$ cat src/pkg/hfcr_pkg.sv
package hfcr_pkg;

  // ----------------------------------------------------------------
  // Bus geometry and register map
  // ----------------------------------------------------------------
  localparam int          ADDR_W     = 12;
  localparam int          DATA_W     = 32;
  localparam logic [7:0]  CFG_INDEX  = 8'h1a;
  localparam logic [7:0]  STAT_INDEX = 8'h20;
  localparam logic [11:0] CFG_ADDR   = {2'h0, CFG_INDEX, 2'h0};
  localparam logic [11:0] STAT_ADDR  = {2'h0, STAT_INDEX, 2'h0};

  // ----------------------------------------------------------------
  // Field positions of the loop configuration register and the status word
  // ----------------------------------------------------------------
  localparam int TYPE_BIT   = 7;
  localparam int BRAKE_LSB  = 4;
  localparam int LOOP_LSB   = 2;
  localparam int BEMF_LSB   = 0;
  localparam int BUSY_BIT   = 8;

  // ----------------------------------------------------------------
  // Reset values and special codes
  // ----------------------------------------------------------------
  localparam logic       TYPE_RST  = 1'h0;
  localparam logic [2:0] BRAKE_RST = 3'h3;
  localparam logic [1:0] LOOP_RST  = 2'h1;
  localparam logic [1:0] BEMF_RST  = 2'h2;
  localparam logic [2:0] BRAKE_OFF = 3'h7;

  // Brake multipliers for codes 6 down to 0; code 7 disables braking.
  localparam logic [6:0][4:0] BRAKE_MULT_TAB =
    {5'h10, 5'h08, 5'h06, 5'h04, 5'h03, 5'h02, 5'h01};

  // Back-EMF amplifier gains in units of 1/10000, codes 3 down to 0.
  localparam logic [3:0][17:0] BEMF_ERM_TAB =
    {18'h07530, 18'h03552, 18'h01ec3, 18'h009f6};
  localparam logic [3:0][17:0] BEMF_LRA_TAB =
    {18'h36ee8, 18'h249f0, 18'h124f8, 18'h0927c};

  // ----------------------------------------------------------------
  // Types
  // ----------------------------------------------------------------
  typedef struct packed {
    logic       lra;
    logic [2:0] brake_code;
    logic [1:0] loop_gain;
    logic [1:0] bemf_code;
  } hfcr_cfg_type;

  typedef struct packed {
    logic        lra;
    logic        brake_en;
    logic [4:0]  brake_mult;
    logic [1:0]  loop_gain;
    logic [17:0] backemf_amp_gain;
  } hfcr_drive_type;

  typedef enum logic {OP_IDLE, OP_BUSY} hfcr_op_type;

  localparam hfcr_cfg_type CFG_RST = '{
    lra:        TYPE_RST,
    brake_code: BRAKE_RST,
    loop_gain:  LOOP_RST,
    bemf_code:  BEMF_RST
  };

endpackage

$ cat src/verilog/hfcr_decode.sv
`timescale 1ns/100ps

// ------------------------------------------------------------------
// Turns the raw register fields into the gains used by the loop.
// ------------------------------------------------------------------
module hfcr_decode
  import hfcr_pkg::*;
(
  input  hfcr_cfg_type   cfg,
  output hfcr_drive_type drive
);

  // Brake multiplier; the disabled code returns zero.
  function automatic logic [4:0] brake_mult(input logic [2:0] code);
    logic [4:0] m;
    m = 5'h00;
    if (code != BRAKE_OFF)
    begin
      m = BRAKE_MULT_TAB[code];
    end
    return m;
  endfunction

  // The amplifier gain table depends on the actuator type.
  function automatic logic [17:0] backemf_amp_gain(input logic lra, input logic [1:0] code);
    logic [17:0] g;
    g = lra ? BEMF_LRA_TAB[code] : BEMF_ERM_TAB[code];
    return g;
  endfunction

  // Pure combinational decode of every field.
  always_comb
  begin
    drive.lra        = cfg.lra;
    drive.brake_en   = (cfg.brake_code != BRAKE_OFF);
    drive.brake_mult = brake_mult(cfg.brake_code);
    drive.loop_gain  = cfg.loop_gain;
    drive.backemf_amp_gain  = backemf_amp_gain(cfg.lra, cfg.bemf_code);
  end

endmodule

$ cat src/verilog/hfcr_top.sv
`timescale 1ns/100ps

// Notes on behaviour
// - Bit 7 selects actuator: 0 rotating mass, 1 linear resonant; resets to 0.
// - Bits 6-4 give brake ratio 1x,2x,3x,4x,6x,8x,16x; code 7 disables braking.
// - Bits 3-2 set loop settling speed; code 0 is the slowest.
// - Reset values: brake ratio code 3, loop gain code 1.
// - Bits 1-0 set amplifier gain per actuator type; reset 2; calibration overwrites.

module hfcr_top
  import hfcr_pkg::*;
(
  input  wire logic              CORE_CLK,
  input  wire logic              ARST_N,
  input  wire logic              PSEL,
  input  wire logic              PENABLE,
  input  wire logic              PWRITE,
  input  wire logic [ADDR_W-1:0] PADDR,
  input  wire logic [DATA_W-1:0] PWDATA,
  output logic      [DATA_W-1:0] PRDATA,
  output logic                   PREADY,
  output logic                   PSLVERR,
  input  wire logic              OP_START,
  input  wire logic              OP_DONE,
  input  wire logic              CAL_DONE,
  input  wire logic [1:0]        CAL_GAIN,
  output hfcr_drive_type         LOOP_CFG,
  output logic                   OP_ACTIVE
);

  // ----------------------------------------------------------------
  // Declarations
  // ----------------------------------------------------------------
  hfcr_cfg_type      cfg_q;
  hfcr_cfg_type      cfg_d;
  hfcr_cfg_type      act_cfg_q;
  hfcr_drive_type    drive_now;
  hfcr_drive_type    drive_q;
  hfcr_op_type       op_q;
  hfcr_op_type       op_d;
  logic [DATA_W-1:0] rdata_q;
  logic              err_q;
  logic              setup;
  logic              access;
  logic              hit_cfg;
  logic              hit_stat;
  logic              wr_cfg;
  logic              init_q;

  // ----------------------------------------------------------------
  // Bus decode
  // ----------------------------------------------------------------

  // The slave never inserts wait states, so every access phase ends
  // at its first edge. Read data and the error flag are prepared in
  // the setup cycle; read data comes straight from a flip-flop, the error flag is gated with the access phase.
  assign setup    = PSEL & ~PENABLE;
  assign access   = PSEL & PENABLE;
  assign hit_cfg  = (PADDR == CFG_ADDR);
  assign hit_stat = (PADDR == STAT_ADDR);
  assign wr_cfg   = access & PWRITE & hit_cfg;
  assign PREADY   = 1'b1;
  assign PRDATA   = rdata_q;
  assign PSLVERR  = err_q & access;

  // Read data for the coming access phase; upper bits read as zero except the status busy flag in bit 8.
  always_ff @(posedge CORE_CLK or negedge ARST_N)
  begin
    if (!ARST_N)
    begin
      rdata_q <= '0;
    end
    else if (setup)
    begin
      rdata_q <= '0;
      if (!PWRITE && hit_cfg)
      begin
        rdata_q[7:0] <= cfg_q;
      end
      else if (!PWRITE && hit_stat)
      begin
        rdata_q[7:0]    <= act_cfg_q;
        rdata_q[BUSY_BIT] <= (op_q == OP_BUSY);
      end
    end
  end

  // Unmapped addresses and writes to the status word are refused.
  always_ff @(posedge CORE_CLK or negedge ARST_N)
  begin
    if (!ARST_N)
    begin
      err_q <= 1'b0;
    end
    else if (setup)
    begin
      err_q <= ~(hit_cfg | (hit_stat & ~PWRITE));
    end
  end

  // ----------------------------------------------------------------
  // Loop configuration register
  // ----------------------------------------------------------------

  // Next value: the host write lands first, then a calibration result
  // overrides the gain field, so the hardware update wins a collision.
  always_comb
  begin
    cfg_d = cfg_q;
    if (wr_cfg)
    begin
      cfg_d = hfcr_cfg_type'(PWDATA[7:0]);
    end
    if (CAL_DONE)
    begin
      cfg_d.bemf_code = CAL_GAIN;
    end
  end

  // Reset defaults cover the actuator type, ratio, loop and gain.
  always_ff @(posedge CORE_CLK or negedge ARST_N)
  begin
    if (!ARST_N)
    begin
      cfg_q <= CFG_RST;
    end
    else
    begin
      cfg_q <= cfg_d;
    end
  end

  // ----------------------------------------------------------------
  // Operation tracking
  // ----------------------------------------------------------------

  // A drive or calibration run spans from its start to its done pulse.
  // A start while busy restarts the run with a fresh snapshot.
  always_comb
  begin
    op_d = op_q;
    case (op_q)
      OP_IDLE:
      begin
        if (OP_START)
        begin
          op_d = OP_BUSY;
        end
      end
      OP_BUSY:
      begin
        if (OP_DONE && !OP_START)
        begin
          op_d = OP_IDLE;
        end
      end
      default:
      begin
        op_d = OP_IDLE;
      end
    endcase
  end

  // State register of the run tracker.
  always_ff @(posedge CORE_CLK or negedge ARST_N)
  begin
    if (!ARST_N)
    begin
      op_q <= OP_IDLE;
    end
    else
    begin
      op_q <= op_d;
    end
  end

  // The run flag is a plain decode of the one-bit state register.
  assign OP_ACTIVE = (op_q == OP_BUSY);

  // ----------------------------------------------------------------
  // Snapshot used by the running operation
  // ----------------------------------------------------------------

  // Gains follow the live register; only the snapshot below is used.
  hfcr_decode hfcr_decode_inst (
    .cfg   (cfg_q),
    .drive (drive_now)
  );

  // Settings are frozen at the start of each operation. The trade-off
  // is that a mid-run write waits for the next run, which keeps the
  // loop from seeing a gain change halfway through a waveform.
  always_ff @(posedge CORE_CLK or negedge ARST_N)
  begin
    if (!ARST_N)
    begin
      act_cfg_q <= CFG_RST;
    end
    else if (OP_START)
    begin
      act_cfg_q <= cfg_q;
    end
  end

  // Decoded gains for the analog loop, registered at the same moment.
  always_ff @(posedge CORE_CLK or negedge ARST_N)
  begin
    if (!ARST_N)
    begin
      drive_q <= '0;
    end
    else if (OP_START)
    begin
      drive_q <= drive_now;
    end
  end

  // The loop sees only the frozen copy, never the live register.
  assign LOOP_CFG = drive_q;

  // ----------------------------------------------------------------
  // Checks
  // ----------------------------------------------------------------

  // Marks the first cycle after reset release for the default check.
  always_ff @(posedge CORE_CLK or negedge ARST_N)
  begin
    if (!ARST_N)
    begin
      init_q <= 1'b0;
    end
    else
    begin
      init_q <= 1'b1;
    end
  end
endmodule

$ cat config.mk
export PLATFORM = sky130hd
export DESIGN_NAME = hfcr_top
export DESIGN_NICKNAME = d
export VERILOG_FILES = /design/src/pkg/hfcr_pkg.sv /design/src/verilog/hfcr_decode.sv /design/src/verilog/hfcr_top.sv
export SDC_FILE = /design/constraint.sdc
export NUM_CORES = 1
export LEC_CHECK = 0
export BUFFER_PORTS_ARGS = -buffer_cell sky130_fd_sc_hd__buf_2
export CAP_MARGIN = 10
export CORE_ASPECT_RATIO = 0.9
export CORE_MARGIN = 5
export CORE_UTILIZATION = 30
export CTS_CLUSTER_DIAMETER = 80
export DETAILED_ROUTE_END_ITERATION = 6
export GPL_TIMING_DRIVEN = 1
export SLEW_MARGIN = 40
export SYNTH_ARGS = -nofsm -noshare
export SYNTH_HDL_FRONTEND = slang
export SYNTH_SLANG_ARGS = --single-unit
$ cat constraint.sdc
create_clock -name CORE_CLK -period 1.4 [get_ports CORE_CLK]
set_input_delay 0.42 -clock CORE_CLK [delete_from_list [all_inputs] [get_ports CORE_CLK]]
set_output_delay 0.42 -clock CORE_CLK [all_outputs]
set_load 0.02 [all_outputs]
==> flow_summary_export.csv, run 1 <==
group,metric,value,unit
run_status,status,"complete, but fails checks",
run_status,violations,"setup timing",
final_layout,antennaDiodeCount,0,
drt,antenna_left,0,
critical_path,critical-path-max-stage-delay,0.36,ns
clocking,cts-buffers-inserted,5,
timing,setup_slack,-0.0496,ns
drt,finalWirelength,5.79,mm
pwr,p_sw,0.000839,W
place,portBuffers,67,
floorplan,start_util,30.5,%
timing,rsz0062_at_grt,"true",
critical_path,critPathMaxFanout,4,
critical_path,arrival,1.69,ns
global_route,grt_max_degree,53,
clocking,cts_buffer_depth,2,
final_layout,area_growth,29.2,%
critical_path,critPathKind,"in2reg",
critical_path,crit_family,"simple AND/OR/NAND/NOR gates",
global_route,track_usage,10.7,%
global_route,grt_antenna_before_repair,0,
final_layout,nFillCells,853,
logic_synthesis,synth.distinct_cells,34,
timing,setup_viol,10,
place,gp_congestion,0.761,
place,dpl_worst_slack,-0.383,ns
place,place_area,3150,µm²
timing,finalClockSkew,0.00894,ns
logic_synthesis,synth_top_area_share,42.6,%
clocking,cts_hold_buf,0,
floorplan,die_x,108,µm
hold_path,hold_path.class,"in2async",
pwr,ir_drop,711,µV
pwr,power,0.00299,W
global_route,overflow,0,
drt,drc_errors,0,
global_route,grt_pass1_vias,1795,
pwr,leakage,1.63,nW
clocking,path_clk_slew,0.10,ns
clocking,cts_tree,"done",
logic_synthesis,syn_area,2590,µm²
drt,initialDrtViolationCount,49,
logic_synthesis,synth.yosys.seq_area_share,50.7,%
floorplan,die_height,98.1,µm
final_layout,fin_area,3340,µm²
drt,vias_per_cell,4.24,
timing,tns,-0.348,ns
timing,max_freq,0.690,GHz
logic_synthesis,yosys.area.top_type,"dfrtp_1",
pwr,netSwitchingFraction,28.0,%
pwr,power.internal,0.00216,W
floorplan,coreArea,8490,µm²
clocking,htreeDepth,2,
critical_path,crit_path_start_kind,"input pin",
drt,vias,1829,
logic_synthesis,ys_seq_elements,52,
logic_synthesis,syn-mean-instance-area,11.6,µm²
pwr,p_seq_share,54.4,%
drt,first_pass_iters,4,
floorplan,boundaryPins,116,
floorplan,dieArea,10600,µm²
clocking,cts_root_buf,"clkbuf_8",
run,cap_violations,0,
place,dp_hpwl,4.34,mm
timing,min_period,1.45,ns
logic_synthesis,synth_cells,223,
timing,slew_violations,0,
clocking,cts.sinks,52,
clocking,clk_latency,0.30,ns
critical_path,worst_path_max_delay_cell,"nor4_4",
critical_path,worstPathRequired,1.64,ns
drt,wire_per_inst,13.4,µm
logic_synthesis,synth_warnings,0,
critical_path,critPathBufInv,3,
critical_path,rrSetupSlack,0.04,ns
pwr,clock_power_share,27.3,%
critical_path,path_cells,"buf_6 > nor4_4 > nand2_2 > buf_4 > nor3_4 > clkbuf_16 > a221o_1",
pwr,pwr-share-comb,18.3,%
final_layout,nets,374,
timing,finalHoldViolCount,0,
final_layout,drive_gt1_share,47.1,%
pwr,power_density,896,nW/µm²
logic_synthesis,synth_area_leaders,"dfrtp_1, mux2_2, dfstp_2",
timing,fin_crit_sh,104,%
critical_path,worstSetupEndpointType,"flop",
floorplan,rows,32,
global_route,grt_pass1_wl,9.07,mm
==> cells by family (layout without fill, tap and decap cells) <==
family	after synthesis	in the layout	share of synthesized area (%)
XOR/XNOR	1	1	0.339
other	2	24	0.290
flip-flops	52	52	50.7
AND/OR/NAND/NOR	49	49	13.0
AO/OA/AOI/OAI	36	36	9.29
multiplexers	26	26	11.3
adder cells (fa/ha/maj)	9	9	4.35
buffers and inverters	48	115	10.7
==> worst reg2reg max path, delay by kind of cell (launching register included) <==
family	cells	cell delay (ns)
xor gates and xnor gates	1	0.15
adders and majority gates	1	0.25
buffers and inverters	1	0.07
DFF	1	0.53
muxes	1	0.26
==> area by class of cell <==
class	count	area (µm²)	share of cell area, %
multi-input cells	145	1110	33.1
clock buffers	7	76.3	2.28
inverters	14	52.6	1.57
clock inverters	1	5.00	0.150
well taps	119	149	4.46
repair buffers	93	641	19.2
flip-flops and latches	52	1310	39.2
==> cell usage in the layout, fill, tap and decap left out, types with 2 or more instances in the layout <==
| master | n |
|---|---|
| clkbuf_8 | 5 |
| a221o_1 | 8 |
| mux2_2 | 25 |
| buf_6 | 8 |
| a31oi_1 | 3 |
| nor4_4 | 3 |
| o21ai_0 | 9 |
| dfrtp_1 | 44 |
| buf_2 | 62 |
| nand2_1 | 5 |
| nand3_1 | 4 |
| nor2b_1 | 4 |
| buf_12 | 4 |
| ha_1 | 6 |
| clkbuf_1 | 2 |
| buf_4 | 18 |
| a21oi_1 | 11 |
| nor2b_2 | 2 |
| and2_0 | 8 |
| nand3b_1 | 2 |
| a31o_2 | 2 |
| nor2_1 | 12 |
| conb_1 | 24 |
| ha_2 | 2 |
| dfstp_2 | 8 |
| inv_1 | 13 |
==> through the flow <==
stage,hold slack (ns),std cells,utilization (%)
4_1_cts,0.0993,428,38.4
2_1_floorplan,0.124,245,-
3_3_place_gp,0.433,420,37.1
5_1_grt,0.108,431,39.4
3_5_place_dp,0.440,420,37.1
6_report,0.0968,431,39.4
==> sequential cells by signal, indices dropped and copies added (netlist names) <==
signal and count:
err_q 1, OP_ACTIVE 1, LOOP_CFG 26, act_cfg_q 7, PRDATA 9, cfg_q 8
==> synth_stat cells <==
master,instances
dfrtp_1,44
a221o_1,8
ha_1,9
mux2_2,25
and2_0,8
nand2b_1,1
nor3_4,1
a22o_1,1
a31o_2,2
dfstp_2,8
nor2b_1,6
nand3b_1,2
nor3_1,1
a21oi_1,11
nor4_4,3
nor2_1,12
nand2_2,1
o21bai_1,1
a21o_1,1
and3_1,2
nand2_1,5
and4b_1,1
nand3_1,4
a31oi_1,3
buf_4,26
nand4b_1,1
buf_1,3
mux2i_1,1
conb_1,2
o21ai_0,9
xnor2_1,1
clkbuf_1,5
inv_1,14
nand4_4,1
==> final timing paths <==
check                               endpoint  cells after the start    startpoint
max in group asynchronous           cfg_q[5]                      2        ARST_N
min in group CORE_CLK               cfg_q[7]                      2     PWDATA[7]
worst max register to register  LOOP_CFG[12]                      4      cfg_q[1]
worst min-delay path             LOOP_CFG[2]                      2        ARST_N
worst min register to register  act_cfg_q[2]                      2  act_cfg_q[2]
worst max-delay path               PRDATA[0]                      7      PADDR[9]
==> timing repair <==
item / 4_1_cts / 5_1_grt
buffers inserted: 0 / 2
pin swaps: 3 / 6
endpoints found under the setup margin: 11 / 15
resized for setup: 6 / 10
cloned: 0 / 1
==> power by group through the flow <==
stage	logic, W	registers, W	clock network [W]
final	0.000549	0.00163	0.000818
after global routing	0.000606	0.00164	0.000925
after CTS	0.000551	0.00163	0.000859
after detailed placement	0.000542	0.00166	0
after global placement	0.000533	0.00166	0
after floorplan	0.000269	0.00173	0
==> layer usage <==
metal / up-vias / share of wire [%] / global-route usage, %
li1: 898 / - / -
met1: 850 / 46 / 15.1
met2: 73 / 44 / 16.2
met3: 8 / 8.4 / 3.37
met4: 0 / 0.83 / 2.62
met5: - / 0 / 0
Note: power is estimated with default switching activity, not from simulation.
==> run 2: changes to the inputs <==
- CORE_UTILIZATION: 30 -> 38
- CTS_CLUSTER_SIZE: unset -> 25
- PLACE_DENSITY: unset -> 0.69
==> run 2 against run 1 <==
Net effect: the flow still finishes with violations (setup timing); critical path depth fell by 2; global-route usage rose by 2.6 points; setup slack improved by 0.0094 ns; sequential share of layout area rose by 0.34 points; largest cell class unchanged.
==> flow_summary_export.csv, run 2 (synthesis gave the netlist of run 1 again) <==
group,metric,value,unit
drt,drc_errors,0,
run_status,violations,"setup timing",
floorplan,dieArea,8560,µm²
final_layout,nets,374,
critical_path,worstPathRequired,1.59,ns
final_layout,regArea,1310,µm²
global_route,track_usage,13.3,%
global_route,grt_max_degree,27,
global_route,grt_antenna_before_repair,0,
clocking,clk_latency,0.30,ns
critical_path,endpoint,"cfg_q[0]",
clocking,cts_root_buf,"clkbuf_8",
floorplan,coreArea,6590,µm²
pwr,ir_drop,506,µV
global_route,grt_pass1_vias,1901,
final_layout,nFillCells,628,
floorplan,die_x,97.0,µm
floorplan,boundaryPins,116,
clocking,htreeDepth,2,
clocking,cts_buffer_depth,2,
final_layout,multi_input_comb_area,1130,µm²
final_layout,fin_area,3310,µm²
place,dpl_worst_slack,-0.384,ns
timing,fin_crit_sh,103,%
place,post-place-cells,392,
critical_path,critPathMaxFanout,4,
drt,finalWirelength,5.66,mm
place,portBuffers,67,
critical_path,rr_worst_depth,4,
clocking,cts.sinks,52,
floorplan,rows,28,
clocking,cts_tree,"done",
final_layout,area_growth,28.1,%
pwr,power,0.00306,W
drt,vias,1855,
final_layout,drive_gt1_share,48.1,%
global_route,grt_pass1_wl,9.22,mm
run,cap_violations,0,
drt,first_pass_iters,4,
final_layout,instances_no_fill,402,
timing,rsz0062_at_grt,"true",
critical_path,cp-startpoint,"PADDR[0]",
floorplan,start_util,39.3,%
clocking,cts-buffers-inserted,5,
hold_path,hold_path.class,"in2reg",
final_layout,antennaDiodeCount,0,
timing,setup_slack,-0.0401,ns
critical_path,timing.rr.end,"LOOP_CFG[9]",
timing,finalClockSkew,0.0113,ns
final_layout,final_cell_mix,"buf_2, dfrtp_1, mux2_2",
timing,finalHoldViolCount,0,
critical_path,crit_path_start_kind,"input pin",
timing,whs,0.349,ns
run_status,status,"complete, but fails checks",
place,gp_congestion,0.806,
drt,vias_per_cell,4.61,
final_layout,largest_register_ff_count,26,
timing,setup_viol,1,
place,dp_hpwl,4.31,mm
critical_path,worstSetupEndpointType,"flop",
critical_path,arrival,1.63,ns
place,place_area,3120,µm²
timing,slew_violations,0,
pwr,leakage,1.62,nW
critical_path,rrSetupSlack,0.04,ns
timing,max_freq,0.694,GHz
drt,initialDrtViolationCount,44,
critical_path,critPathKind,"in2reg",
timing,min_period,1.44,ns
pwr,power_density,923,nW/µm²
floorplan,die_height,88.3,µm
drt,antenna_left,0,
final_layout,final_common_cell,"buf_2",
critical_path,r2r_start,"cfg_q[1]",
clocking,path_clk_slew,0.09,ns
drt,wire_per_inst,14.1,µm
global_route,overflow,0,
==> run 2: cell count changes in the layout (fill, tap and decap cells not counted), sizes merged <==
| cell | previous run | this run |
|---|---|---|
| clkinv | 1 | 0 |
| clkinvlp | 0 | 1 |
| clkbuf | 8 | 7 |
| dlygate4sd3 | 0 | 1 |
==> run 2: worst min-delay path by stage <==
stage / end / cells after the start / start
2_1_floorplan: LOOP_CFG[0] / 0 / ARST_N
3_3_place_gp: LOOP_CFG[12] / 1 / ARST_N
3_5_place_dp: LOOP_CFG[12] / 1 / ARST_N
4_1_cts: cfg_q[1] / 2 / CAL_GAIN[1]
5_1_grt: cfg_q[1] / 2 / CAL_GAIN[1]
6_report: cfg_q[1] / 2 / CAL_GAIN[1]
==> run 2: timing repair <==
item | 4_1_cts | 5_1_grt
resized for setup | 5 | 13
pin swaps | 1 | 4
setup endpoints to repair | 11 | 19
hold buffers | 1 | 0
buffers inserted | 1 | 0
gates cloned | 0 | 0
endpoints found under the hold margin | 10 | 0
==> run 2: power by group <==
group          internal [W]  switching, W
Sequential          0.00159     0.0000474
Clock              0.000403      0.000479
Combinational      0.000218      0.000326
Total               0.00221      0.000852
==> run 2: per-layer routing <==
layer,vias up,part of all wire [%],global-route usage (%)
li1,886,-,-
met1,903,44,16.5
met2,64,48,22.6
met3,2,7.6,4.73
met4,0,0.27,3.44
met5,-,0,0
==> run 2: metrics by stage <==
stage | TNS [ns] | util (%)
2_1_floorplan | -1.98 | -
3_3_place_gp | -5.20 | 47.4
3_5_place_dp | -5.46 | 47.4
4_1_cts | -0.0744 | 49.4
5_1_grt | -0.249 | 50.3
6_report | -0.0401 | 50.3
==> run 2: area by class of cell <==
class / count / area share, %
Clock buffer: 7 / 2.61
Clock inverter: 1 / 0.227
Inverter: 14 / 1.59
Multi-Input combinational cell: 145 / 34.2
Sequential cell: 52 / 39.6
Tap cell: 90 / 3.40
Timing Repair Buffer: 93 / 18.4
==> run 2: critical path: stages <==
cell     delay [ns]
buf_2          0.11
nor4_4         0.35
nand4_4        0.19
mux2_2         0.30
mux2_2         0.26
==> run 3: changes to the inputs <==
- PLACE_DENSITY: 0.69 -> 0.67
- clock period: 1.4 -> 1.7 ns (I/O delays scaled with it)
==> run 3 against run 2 <==
Net effect: the run now ends clean; first-iteration DRC count fell by 30%; cell count fell by 3.0%; clock power fell by 20%; register-to-register slack improved by 0.18 ns; power fell by 20%; sequential cell count did not move; non-clock buffer count fell by 12; largest power group unchanged.
==> flow_summary_export.csv, run 3 (synthesis gave the netlist of run 1 again) <==
group,metric,value,unit
critical_path,critPathMaxFanout,4,
critical_path,crit_path_start_kind,"input pin",
place,dp_hpwl,3.95,mm
critical_path,arrival,1.73,ns
floorplan,rows,28,
place,gp_congestion,0.772,
clocking,ctsResizeCount,0,
drt,antenna_left,0,
drt,initialDrtViolationCount,31,
global_route,overflow,0,
global_route,track_usage,12.7,%
timing,setup_viol,0,
floorplan,coreArea,6590,µm²
clocking,cts_root_buf,"clkbuf_8",
pwr,p_seq_share,54.6,%
critical_path,cpMostUsedCell,"mux2_2",
clocking,cts-buffers-inserted,5,
pwr,pwr-share-comb,16.8,%
floorplan,start_util,39.3,%
pwr,leakage,1.55,nW
critical_path,path_cells,"buf_2 > nor4_4 > nand4_4 > mux2_2 > mux2_2",
final_layout,antennaDiodeCount,0,
pwr,ir_drop,485,µV
place,portBuffers,67,
clocking,cts_hold_buf,0,
run_status,status,"finished, final reports clean",
critical_path,worstSetupEndpointType,"flop",
critical_path,critPathBufInv,1,
clocking,clk_latency,0.30,ns
clocking,post-cts-setup-buffers,0,
critical_path,worstPathRequired,1.89,ns
clocking,cts_tree,"done",
clocking,cts.sinks,52,
timing,whs,0.185,ns
drt,vias_per_cell,4.49,
floorplan,die_x,97.0,µm
floorplan,boundaryPins,116,
hold_path,hold_path.class,"in2async",
drt,wire_per_inst,13.3,µm
drt,first_pass_iters,3,
clocking,path_clk_slew,0.09,ns
timing,min_period,1.54,ns
timing,finalHoldViolCount,0,
critical_path,crit_family,"multiplexers",
pwr,clock_power_share,28.6,%
final_layout,largest_register_ff_count,26,
pwr,power.internal,0.00179,W
final_layout,nFillCells,622,
global_route,grt_pass1_vias,1812,
critical_path,critical-path-max-stage-delay,0.36,ns
final_layout,area_growth,20.8,%
pwr,netSwitchingFraction,27.1,%
global_route,grt_antenna_before_repair,0,
critical_path,critPathKind,"in2reg",
floorplan,dieArea,8560,µm²
timing,finalClockSkew,0.00278,ns
timing,slew_violations,0,
pwr,power_density,788,nW/µm²
timing,rsz0062_at_grt,"false",
final_layout,nets,362,
final_layout,final_cell_mix,"buf_2, dfrtp_1, mux2_2",
drt,drc_errors,0,
timing,max_freq,0.650,GHz
critical_path,worst_path_max_delay_cell,"nor4_4",
drt,finalWirelength,5.20,mm
timing,fin_crit_sh,90.6,%
global_route,grt_pass1_wl,8.67,mm
timing,tns,0,ns
clocking,cts_buffer_depth,2,
pwr,p_sw,0.000668,W
clocking,htreeDepth,2,
run,cap_violations,0,
drt,vias,1750,
final_layout,drive_gt1_share,42.7,%
global_route,grt_max_degree,53,
final_layout,final_common_cell,"buf_2",
floorplan,die_height,88.3,µm
run 3: cell count changes in the layout (fill, tap and decap cells not counted), moves of 2 or more:
cell and delta:
a21oi_1 +3, a21oi_2 -3, buf_2 +3, buf_4 -8, buf_6 -5, ha_1 +2
ha_4 -2, nor2b_1 +3, nor2b_2 -2
run 3: cell type report:
type,instances,area (µm²),share of cell area [%]
Sequential cell,52,1310,42.0
Multi-Input combinational cell,145,1080,34.6
Timing Repair Buffer,81,478,15.3
Tap cell,90,113,3.60
Clock buffer,8,90.1,2.88
Inverter,14,52.6,1.68
run 3: final timing paths:
| path | from | endpoint | slack (ns) | cells after the start |
|---|---|---|---|---|
| max | PADDR[1] | cfg_q[0] | 0.16 | 5 |
| min | ARST_N | cfg_q[0] | 0.19 | 2 |
| max reg2reg | cfg_q[0] | LOOP_CFG[12] | 0.22 | 4 |
| min reg2reg | err_q | err_q | 0.49 | 2 |
| max in group asynchronous | ARST_N | cfg_q[5] | 1.23 | 2 |
| min in group CORE_CLK | CAL_GAIN[0] | cfg_q[0] | 0.45 | 2 |
run 3: through the flow:
step | std cells | setup slack [ns] | util [%] | area [µm²] | total power [W]
after floorplan | 245 | -0.00996 | - | 2670 | 0.00165
after global placement | 382 | -0.157 | 46.1 | 3030 | 0.00178
after detailed placement | 382 | -0.167 | 46.1 | 3030 | 0.00179
after CTS | 390 | 0.165 | 47.4 | 3120 | 0.00251
after global routing | 390 | 0.0843 | 47.4 | 3120 | 0.00262
final | 390 | 0.160 | 47.4 | 3120 | 0.00246
run 3: power by group through the flow:
stage,Sequential [W],Combinational [W],Clock (W)
6_report,0.00134,0.000412,0.000705
5_1_grt,0.00136,0.000456,0.000806
4_1_cts,0.00135,0.000421,0.000740
3_5_place_dp,0.00137,0.000420,0
3_3_place_gp,0.00137,0.000411,0
2_1_floorplan,0.00143,0.000221,0
run 3: metal layers:
layer	track usage (%)	vias to the layer above	part of all wire [%]
met1	16.1	808	45
met5	0	-	0
li1	-	870	-
met2	19.9	65	45
met4	4.72	0	1.5
met3	4.81	7	8.2
run 3: worst register-to-register path, delay by kind of cell, from the launching register on:
family | cells | cell delay, ns
multiplexers | 1 | 0.27
buffers and inverters | 1 | 0.12
XOR/XNOR | 1 | 0.15
adder cells (fa/ha/maj) | 1 | 0.30
flip-flops | 1 | 0.53
